`src/pkg/nvcd_pkg.sv`:
```
// Constants and types for the nonvolatile configuration word decoder
//=====================================================================
// Operation
// - Each configuration word is 24 bits; only low 16 bits can hold settings.
// - Words sit in program memory from a fixed base and stay readable at run time.
// - Programmed bits read as zero, erased bits read as one.
// - Bits 23..8 of boot, secure and oscillator words read as zero.
// - Bits 23..3 of the general segment word read as zero.
// - Boot RAM field: 11 none, 10 128 bytes, 01 256 bytes, 00 1024 bytes.
// - Boot word bit 0 one allows boot flash writes; zero write-protects it.
// - Secure RAM field: 11 none, 10 256, 01 2048, 00 4096, less boot RAM.
// - Secure word bit 0 one allows secure flash writes; zero blocks them.
// - General protect field: 11 none, 10 standard, 0x high security.
// - General word bit 0 one allows general flash writes; zero protects it.
// - Two-speed bit set starts on fast RC, then switches once source ready.
// - Three-bit initial source field selects the start-up clock source.
// - Switch mode 1x disables switch and monitor, 01 switch only, 00 both.
// - Pin-map lock bit set allows one remap; clear allows many.
// - Outside crystal modes, bit 2 gives clock out or general I/O pin.
// - Primary mode: 11 off, 10 high-speed crystal, 01 crystal, 00 external.
// - Words are programmed by self-programming, serial link or programmer.
package nvcd_pkg;

    //=================================================================
    // Address map
    localparam logic [23:0] NVCD_BASE_ADDR = 24'hf80000;
    localparam int NVCD_WORD_COUNT = 5;
    localparam int NVCD_ADDR_STEP = 2;
    localparam logic [2:0] NVCD_IDX_BOOT = 3'h0;
    localparam logic [2:0] NVCD_IDX_SECURE = 3'h1;
    localparam logic [2:0] NVCD_IDX_GENERAL = 3'h2;
    localparam logic [2:0] NVCD_IDX_OSC_SEL = 3'h3;
    localparam logic [2:0] NVCD_IDX_OSC = 3'h4;

    //=================================================================
    // Word layout and implemented-bit masks
    localparam int NVCD_WORD_W = 24;
    localparam logic [23:0] NVCD_ERASED = 24'h00ffff;
    localparam logic [23:0] NVCD_MASK_BOOT = 24'h0000cf;
    localparam logic [23:0] NVCD_MASK_SECURE = 24'h0000cf;
    localparam logic [23:0] NVCD_MASK_GENERAL = 24'h000007;
    localparam logic [23:0] NVCD_MASK_OSC_SEL = 24'h000087;
    localparam logic [23:0] NVCD_MASK_OSC = 24'h0000e7;

    //=================================================================
    // Field positions
    localparam int NVCD_RAM_SIZE_LSB = 6;
    localparam int NVCD_FLASH_SIZE_LSB = 1;
    localparam int NVCD_WRITE_EN_BIT = 0;
    localparam int NVCD_GEN_LEVEL_LSB = 1;
    localparam int NVCD_TWO_SPEED_BIT = 7;
    localparam int NVCD_CLK_SRC_LSB = 0;
    localparam int NVCD_SWITCH_MODE_LSB = 6;
    localparam int NVCD_PIN_LOCK_BIT = 5;
    localparam int NVCD_OSC_OUT_BIT = 2;
    localparam int NVCD_PRI_MODE_LSB = 0;

    //=================================================================
    // Field decodes
    localparam logic [10:0] NVCD_BOOT_RAM_NONE = 11'h000;
    localparam logic [10:0] NVCD_BOOT_RAM_128 = 11'h080;
    localparam logic [10:0] NVCD_BOOT_RAM_256 = 11'h100;
    localparam logic [10:0] NVCD_BOOT_RAM_1024 = 11'h400;
    localparam logic [12:0] NVCD_SEC_RAM_NONE = 13'h0000;
    localparam logic [12:0] NVCD_SEC_RAM_256 = 13'h0100;
    localparam logic [12:0] NVCD_SEC_RAM_2048 = 13'h0800;
    localparam logic [12:0] NVCD_SEC_RAM_4096 = 13'h1000;

    typedef enum logic [1:0] {
        NVCD_PROT_NONE = 2'h0,
        NVCD_PROT_STANDARD = 2'h1,
        NVCD_PROT_HIGH = 2'h2
    } nvcd_protect_e;

    typedef enum logic [2:0] {
        NVCD_SRC_FAST_RC = 3'h0,
        NVCD_SRC_FAST_RC_PLL = 3'h1,
        NVCD_SRC_PRIMARY = 3'h2,
        NVCD_SRC_PRIMARY_PLL = 3'h3,
        NVCD_SRC_SECONDARY = 3'h4,
        NVCD_SRC_LOW_POWER_RC = 3'h5,
        NVCD_SRC_FAST_RC_DIV16 = 3'h6,
        NVCD_SRC_FAST_RC_POST = 3'h7
    } nvcd_clk_src_e;

    typedef enum logic [1:0] {
        NVCD_PRI_EXTERNAL = 2'h0,
        NVCD_PRI_STD_CRYSTAL = 2'h1,
        NVCD_PRI_HS_CRYSTAL = 2'h2,
        NVCD_PRI_DISABLED = 2'h3
    } nvcd_pri_mode_e;

    // Programming sources
    typedef enum logic [1:0] {
        NVCD_PGM_SELF = 2'h0,
        NVCD_PGM_SERIAL = 2'h1,
        NVCD_PGM_PROGRAMMER = 2'h2
    } nvcd_pgm_src_e;

endpackage

```
`src/logic/nvcd_top.sv`:
```
// Nonvolatile configuration word store, read port and reset-time decoder
`timescale 1ns/10ps
module nvcd_top
    import nvcd_pkg::*;
#(
    parameter int FLASH_SIZE_W = 16,
    // Per-variant flash protection sizes, entry n at [n*W +: W]
    parameter logic [8*FLASH_SIZE_W-1:0] BOOT_FLASH_TABLE = '0,
    parameter logic [8*FLASH_SIZE_W-1:0] SECURE_FLASH_TABLE = '0
)
(
    // Clock and reset
    input wire logic clk_i,
    input wire logic reset_n_i,
    // Program-memory read port
    input wire logic rd_en_i,
    input wire logic [23:0] rd_addr_i,
    output logic rd_valid_o,
    output logic [23:0] rd_data_o,
    // Programming port
    input wire logic pgm_en_i,
    input wire logic pgm_erase_i,
    input wire logic [1:0] pgm_src_i,
    input wire logic [23:0] pgm_addr_i,
    input wire logic [23:0] pgm_data_i,
    output logic pgm_done_o,
    output logic pgm_error_o,
    // Code protection decodes
    output logic [10:0] boot_ram_size_o,
    output logic [FLASH_SIZE_W-1:0] boot_flash_protect_size_o,
    output logic boot_write_protect_n_o,
    output logic [12:0] secure_ram_size_o,
    output logic [FLASH_SIZE_W-1:0] secure_flash_protect_size_o,
    output logic secure_write_protect_n_o,
    output logic [1:0] general_protect_level_o,
    output logic general_write_protect_n_o,
    // Oscillator decodes
    output logic two_speed_startup_en_o,
    output logic [2:0] initial_clock_source_o,
    output logic clock_switch_en_o,
    output logic fail_safe_clock_monitor_o,
    output logic pin_map_single_change_o,
    output logic osc_out_clock_en_o,
    output logic osc_out_gpio_en_o,
    output logic [1:0] primary_osc_mode_o
);

    //=================================================================
    // Elaboration checks
    if (FLASH_SIZE_W < 1 || FLASH_SIZE_W > 24)
    begin : g_bad_width
        $error("FLASH_SIZE_W must be 1 to 24");
    end

    //=================================================================
    // Helpers

    // Map an address onto a word index; index 7 means unmapped
    function automatic logic [2:0] word_index(input logic [23:0] addr);
        logic [23:0] off;
        off = addr - NVCD_BASE_ADDR;
        word_index = 3'h7;
        if (addr >= NVCD_BASE_ADDR && off[0] == 1'b0
            && off < 24'(NVCD_WORD_COUNT * NVCD_ADDR_STEP))
        begin
            word_index = off[3:1];
        end
    endfunction

    // Implemented bits of each word; the rest always read zero
    function automatic logic [23:0] word_mask(input logic [2:0] idx);
        case (idx)
            NVCD_IDX_BOOT: word_mask = NVCD_MASK_BOOT;
            NVCD_IDX_SECURE: word_mask = NVCD_MASK_SECURE;
            NVCD_IDX_GENERAL: word_mask = NVCD_MASK_GENERAL;
            NVCD_IDX_OSC_SEL: word_mask = NVCD_MASK_OSC_SEL;
            NVCD_IDX_OSC: word_mask = NVCD_MASK_OSC;
            default: word_mask = 24'h000000;
        endcase
    endfunction

    // Per-variant table lookup for the three-bit flash size fields
    function automatic logic [FLASH_SIZE_W-1:0] flash_size(
        input logic [8*FLASH_SIZE_W-1:0] table_in,
        input logic [2:0] code
    );
        flash_size = table_in[code*FLASH_SIZE_W +: FLASH_SIZE_W];
    endfunction

    //=================================================================
    // Nonvolatile word store
    // The cells are not touched by reset: they model flash that keeps
    // its contents across power-down, and they come up erased.
    logic [23:0] cfg_word [NVCD_WORD_COUNT] = '{default: NVCD_ERASED};
    logic [23:0] next_cfg_word [NVCD_WORD_COUNT];
    logic next_pgm_done;
    logic next_pgm_error;
    logic pgm_done;
    logic pgm_error;
    logic [2:0] pgm_idx;
    logic pgm_src_ok;

    // Programming can only clear bits; erase restores every word
    always_comb
    begin
        pgm_idx = word_index(pgm_addr_i);
        pgm_src_ok = pgm_src_i == NVCD_PGM_SELF || pgm_src_i == NVCD_PGM_SERIAL
            || pgm_src_i == NVCD_PGM_PROGRAMMER;
        next_cfg_word = cfg_word;
        next_pgm_done = 1'b0;
        next_pgm_error = 1'b0;
        if (pgm_erase_i && pgm_src_ok)
        begin
            next_cfg_word = '{default: NVCD_ERASED};
            next_pgm_done = 1'b1;
        end
        else if (pgm_en_i)
        begin
            if (pgm_src_ok && pgm_idx != 3'h7)
            begin
                // Only low 16 bits are stored, upper byte never holds data
                next_cfg_word[pgm_idx] = cfg_word[pgm_idx]
                    & (pgm_data_i | ~NVCD_ERASED);
                next_pgm_done = 1'b1;
            end
            else
            begin
                next_pgm_error = 1'b1;
            end
        end
        else if (pgm_erase_i)
        begin
            next_pgm_error = 1'b1;
        end
    end

    // Store update; status pulses are cleared by reset, the cells are not
    always_ff @(posedge clk_i)
    begin
        cfg_word <= next_cfg_word;
        if (!reset_n_i)
        begin
            pgm_done <= 1'b0;
            pgm_error <= 1'b0;
        end
        else
        begin
            pgm_done <= next_pgm_done;
            pgm_error <= next_pgm_error;
        end
    end

    assign pgm_done_o = pgm_done;
    assign pgm_error_o = pgm_error;

    //=================================================================
    // Run-time read port
    logic [2:0] rd_idx;
    logic [23:0] next_rd_data;
    logic next_rd_valid;
    logic [23:0] rd_data;
    logic rd_valid;

    // Unmapped addresses answer zero rather than stalling the fetch
    always_comb
    begin
        rd_idx = word_index(rd_addr_i);
        next_rd_valid = rd_en_i;
        next_rd_data = rd_data;
        if (rd_en_i)
        begin
            next_rd_data = 24'h000000;
            if (rd_idx != 3'h7)
            begin
                next_rd_data = cfg_word[rd_idx] & word_mask(rd_idx);
            end
        end
    end

    // Read data register
    always_ff @(posedge clk_i)
    begin
        if (!reset_n_i)
        begin
            rd_valid <= 1'b0;
            rd_data <= 24'h000000;
        end
        else
        begin
            rd_valid <= next_rd_valid;
            rd_data <= next_rd_data;
        end
    end

    assign rd_valid_o = rd_valid;
    assign rd_data_o = rd_data;

    //=================================================================
    // Field decode from the stored words
    logic [23:0] w_boot;
    logic [23:0] w_sec;
    logic [23:0] w_gen;
    logic [23:0] w_sel;
    logic [23:0] w_osc;
    logic [10:0] dec_boot_ram;
    logic [12:0] dec_sec_raw;
    logic [12:0] dec_sec_ram;
    logic [1:0] dec_gen_level;
    logic [1:0] dec_switch_mode;
    logic [1:0] dec_pri_mode;
    logic dec_crystal;

    always_comb
    begin
        w_boot = cfg_word[NVCD_IDX_BOOT];
        w_sec = cfg_word[NVCD_IDX_SECURE];
        w_gen = cfg_word[NVCD_IDX_GENERAL];
        w_sel = cfg_word[NVCD_IDX_OSC_SEL];
        w_osc = cfg_word[NVCD_IDX_OSC];
        case (w_boot[NVCD_RAM_SIZE_LSB +: 2])
            2'h3: dec_boot_ram = NVCD_BOOT_RAM_NONE;
            2'h2: dec_boot_ram = NVCD_BOOT_RAM_128;
            2'h1: dec_boot_ram = NVCD_BOOT_RAM_256;
            default: dec_boot_ram = NVCD_BOOT_RAM_1024;
        endcase
        case (w_sec[NVCD_RAM_SIZE_LSB +: 2])
            2'h3: dec_sec_raw = NVCD_SEC_RAM_NONE;
            2'h2: dec_sec_raw = NVCD_SEC_RAM_256;
            2'h1: dec_sec_raw = NVCD_SEC_RAM_2048;
            default: dec_sec_raw = NVCD_SEC_RAM_4096;
        endcase
        // Boot RAM comes out of the secure area; clamp so it never wraps
        if (dec_sec_raw > {2'h0, dec_boot_ram})
        begin
            dec_sec_ram = dec_sec_raw - {2'h0, dec_boot_ram};
        end
        else
        begin
            dec_sec_ram = 13'h0000;
        end
        case (w_gen[NVCD_GEN_LEVEL_LSB +: 2])
            2'h3: dec_gen_level = NVCD_PROT_NONE;
            2'h2: dec_gen_level = NVCD_PROT_STANDARD;
            default: dec_gen_level = NVCD_PROT_HIGH;
        endcase
        dec_switch_mode = w_osc[NVCD_SWITCH_MODE_LSB +: 2];
        dec_pri_mode = w_osc[NVCD_PRI_MODE_LSB +: 2];
        dec_crystal = dec_pri_mode == NVCD_PRI_STD_CRYSTAL
            || dec_pri_mode == NVCD_PRI_HS_CRYSTAL;
    end

    //=================================================================
    // Captured configuration: sampled while reset is held, frozen after
    // Freezing keeps a later self-programming pass from shifting clocks
    // or protection under running code; new values need another reset.
    logic [10:0] boot_ram;
    logic [FLASH_SIZE_W-1:0] boot_flash;
    logic boot_wr;
    logic [12:0] sec_ram;
    logic [FLASH_SIZE_W-1:0] sec_flash;
    logic sec_wr;
    logic [1:0] gen_level;
    logic gen_wr;
    logic two_speed;
    logic [2:0] clk_src;
    logic switch_en;
    logic fail_safe_clock_monitor_en;
    logic pin_lock;
    logic osc_clk;
    logic osc_gpio;
    logic [1:0] pri_mode;

    always_ff @(posedge clk_i)
    begin
        if (!reset_n_i)
        begin
            boot_ram <= dec_boot_ram;
            boot_flash <= flash_size(BOOT_FLASH_TABLE,
                w_boot[NVCD_FLASH_SIZE_LSB +: 3]);
            boot_wr <= w_boot[NVCD_WRITE_EN_BIT];
            sec_ram <= dec_sec_ram;
            sec_flash <= flash_size(SECURE_FLASH_TABLE,
                w_sec[NVCD_FLASH_SIZE_LSB +: 3]);
            sec_wr <= w_sec[NVCD_WRITE_EN_BIT];
            gen_level <= dec_gen_level;
            gen_wr <= w_gen[NVCD_WRITE_EN_BIT];
            two_speed <= w_sel[NVCD_TWO_SPEED_BIT];
            clk_src <= w_sel[NVCD_CLK_SRC_LSB +: 3];
            switch_en <= !dec_switch_mode[1];
            fail_safe_clock_monitor_en <= dec_switch_mode == 2'h0;
            pin_lock <= w_osc[NVCD_PIN_LOCK_BIT];
            osc_clk <= !dec_crystal && w_osc[NVCD_OSC_OUT_BIT];
            osc_gpio <= !dec_crystal && !w_osc[NVCD_OSC_OUT_BIT];
            pri_mode <= dec_pri_mode;
        end
    end

    // Outputs straight from the capture flops
    assign boot_ram_size_o = boot_ram;
    assign boot_flash_protect_size_o = boot_flash;
    assign boot_write_protect_n_o = boot_wr;
    assign secure_ram_size_o = sec_ram;
    assign secure_flash_protect_size_o = sec_flash;
    assign secure_write_protect_n_o = sec_wr;
    assign general_protect_level_o = gen_level;
    assign general_write_protect_n_o = gen_wr;
    assign two_speed_startup_en_o = two_speed;
    assign initial_clock_source_o = clk_src;
    assign clock_switch_en_o = switch_en;
    assign fail_safe_clock_monitor_o = fail_safe_clock_monitor_en;
    assign pin_map_single_change_o = pin_lock;
    assign osc_out_clock_en_o = osc_clk;
    assign osc_out_gpio_en_o = osc_gpio;
    assign primary_osc_mode_o = pri_mode;

endmodule

```
`config.mk`:
```
export PLATFORM = sky130hd
export DESIGN_NAME = nvcd_top
export DESIGN_NICKNAME = d
export VERILOG_FILES = /design/src/pkg/nvcd_pkg.sv /design/src/logic/nvcd_top.sv
export SDC_FILE = /design/constraint.sdc
export NUM_CORES = 1
export LEC_CHECK = 0
export ABC_CLOCK_PERIOD_IN_PS = 2300
export BUFFER_PORTS_ARGS = -buffer_cell sky130_fd_sc_hd__buf_2
export CORE_MARGIN = 2
export CORE_UTILIZATION = 47
export CTS_CLUSTER_DIAMETER = 80
export DETAILED_ROUTE_END_ITERATION = 16
export PLACE_DENSITY = 0.84
export RECOVER_POWER = 100
export SYNTH_ARGS = -nofsm -noshare
export SYNTH_HDL_FRONTEND = slang
export SYNTH_SLANG_ARGS = --single-unit
```
`constraint.sdc`:
```
create_clock -name clk_i -period 2.3 [get_ports clk_i]
set_input_delay 0.23 -clock clk_i [delete_from_list [all_inputs] [get_ports clk_i]]
set_output_delay 0.23 -clock clk_i [all_outputs]
set_load 0.1 [all_outputs]
```
==> results.yml <==
timing:
  period_needed_ps: 2162
  setup_ws_ps: 138.4
  rsz0062_at_grt: "no"
  final_hold_viol_count: 0
  finalSetupViolCount: 0
  period_share_pct: 93.98
  worst_pin_slew_ps: 1200
  final_max_slew_viol_count: 0
  fin_worst_skew_ps: 9.872
  totalNegativeSetupSlack_ps: 0
  max_freq_ghz: 0.4626
  slew_headroom_pct: 20.00
routing:
  firstDrtPassIters: 5
  drt_iter0_markers: 177
  ant_nets: 0
  drt-total-wl_mm: 9.017
  drc: 0
  wl_per_cell_um: 14.95
  avgViaCountPerCell: 5.254
  vias: 3168
yosys:
  synth_seq_cells: 70
  synth_fa_ha_area_share_pct: 2.335
  synth_mux_area_share_pct: 5.482
  ys.warnings.count: 0
  synth_xor_area_share_pct: 0.2271
  synthArstFlopShare_pct: 0
  synth.distinct_cells: 57
  avgSynthCellArea_um2: 9.668
  synth.most_common_cell: "buf_4"
  synth_top_area_share_pct: 23.35
  synth_area_leader_cell: "dfxtp_1"
  synth_common_cells: "buf_4 (67), dfxtp_1 (45), a21oi_1 (28), nor2_1 (27), edfxtp_1 (25)"
  synth_compound_area_share_pct: 12.88
  synth_flop_cell: "dfxtp_1"
  synthCells: 399
  synthTopCellsByArea: "dfxtp_1 (23%), edfxtp_1 (19%), buf_4 (13%)"
  synth_seq_area_share_pct: 42.82
  syn-cell-area_mm2: 0.003857
  synth_top_family_by_area: "simple AND/OR/NAND/NOR gates"
  synth-simple-area-share_pct: 19.82
  synth-edff-count: 25
placed_design:
  place_congestion: 0.9570
  io_buffers: 96
  dpl-instance-area_mm2: 0.004177
  dp_hpwl_mm: 6.572
  dp_slack_ps: 287.9
worst_setup_path:
  required_ps: 2590
  arrival_ps: 2450
  crit_type: "input port to flip-flop"
  rrSetupSlack_ps: 320
  critPathLaunchType: "input port"
  critPathSlowestCell: "nor4_1"
  path_max_fanout: 5
  max_stage_delay_ps: 740
  cp-end-kind: "flip-flop"
  path_cells: "buf_2 > ha_1 > or4b_2 > nor4_1 > and2_0 > a32o_1"
global_route:
  antenna_found_initial: 0
  track_usage_pct: 19.72
  grt_pass1_wl_mm: 13.38
  grt_pass1_vias: 2733
  gr-total-overflow: 0
  grt_max_degree: 25
clocking:
  cts_resized: 0
  cts_tree: "built"
  cts.path.max_buffers: 2
  postCtsHoldBufs: 0
  cts_setup_buffers: 0
  cts_buffers: 9
  cts_max_level: 3
  root_buffer: "clkbuf_8"
  path_clk_slew_ps: 70
  clock_latency_ps: 360
  clock-sinks: 70
floorplanning:
  fp.dieH_um: 94.60
  ios: 178
  rows: 33
  die_area_mm2: 0.008948
  start_util_pct: 47.67
  coreArea_mm2: 0.008093
  die_w_um: 94.60
power:
  power.density_mw_per_mm2: 733.5
  vdd_ir_drop_max_mv: 0.3609
  p_leak_nw: 1.698
outcome:
  status: "finished, final reports clean"
job:
  max-cap-violations: 0
finish:
  fill_cells: 765
  utilization_pct: 53.01
  multiInputGateArea_mm2: 0.001763
  syn_to_final_growth_pct: 11.22
  nets: 578
  seq_area_mm2: 0.001652
  antennaDiodeCount: 0
  drive_gt1_share_pct: 19.08
  postLayoutCellArea_mm2: 0.004290
min_path:
  min_path_type: "input port to flip-flop"
## area by class of cell
| cell class | instances | area share [%] |
|---|---|---|
| Sequential cell | 70 | 38.50 |
| Timing Repair Buffer | 103 | 11.02 |
| Clock buffer | 10 | 3.208 |
| Clock inverter | 6 | 1.983 |
| Tap cell | 105 | 3.062 |
| Multi-Input combinational cell | 296 | 41.09 |
| Inverter | 13 | 1.137 |
## sequential cells by signal (all words and copies together), names as in the netlist, 2 cells and up
name	cells
w_sel	7
general_protect_level_o	2
rd_data_o	7
initial_clock_source_o	3
w_boot	7
w_sec	7
w_gen	7
w_osc	7
primary_osc_mode_o	2
secure_ram_size_o	6
boot_ram_size_o	3
## worst max-delay path: cells and delay by family
kind | cells | cell delay (ps)
AO/OA/AOI/OAI | 1 | 170
adder cells (fa/ha/maj) | 1 | 270
buffers and inverters | 1 | 100
AND/OR/NAND/NOR | 3 | 1690
## cells by family (layout without fill, tap and decap cells)
kind of cell,Yosys count,in the layout
AO/OA/AOI/OAI,77,77
adder cells (fa/ha/maj),6,6
other,1,64
multiplexers,18,18
XOR/XNOR,1,1
flip-flops,70,70
buffers and inverters,96,132
AND/OR/NAND/NOR,130,130
## where the power goes
group	total (mW)	leakage (nW)	internal, mW	switching [mW]
Clock	1.11	0.110	0.636	0.476
Sequential	1.29	0.583	1.29	0.00290
Combinational	0.743	1.00	0.0819	0.661
## layout by cell type, fill, tap and decap left out, types with 9 or more instances in the layout
cell,n
edfxtp_1,25
buf_2,60
inv_1,13
o21ai_0,9
a21oi_1,28
nor3_1,24
nand2_1,19
mux2i_1,11
clkbuf_8,10
nor2_1,27
nand3_1,14
conb_1,64
clkbuf_1,40
dfxtp_1,45
## layer usage
| metal | vias to the layer above | part of all wire (%) | track usage, % |
|---|---|---|---|
| met5 | - | 0 | 0 |
| met4 | 0 | 1.6 | 7.488 |
| met3 | 16 | 9.4 | 5.427 |
| li1 | 1493 | - | - |
| met2 | 169 | 49 | 32.68 |
| met1 | 1490 | 40 | 24.55 |
## path summary, 6_finish.rpt
kind         cells past startpoint          start                    end
max                              6  rd_addr_i[19]           rd_data_o[1]
min                              2       pgm_en_i            pgm_error_o
max reg2reg                      7      w_boot[6]  secure_ram_size_o[11]
min reg2reg                      1       w_gen[7]               w_gen[7]
## through the flow
step | total power, mW | std cells | hold WS, ps
after floorplan | 2.051 | 462 | 343.8
after global placement | 2.057 | 587 | 424.3
after detailed placement | 2.064 | 587 | 436.5
after CTS | 3.160 | 603 | 136.4
after global routing | 3.251 | 603 | 147.6
final | 3.147 | 603 | 147.1
Note: power is estimated with default switching activity, not from simulation.
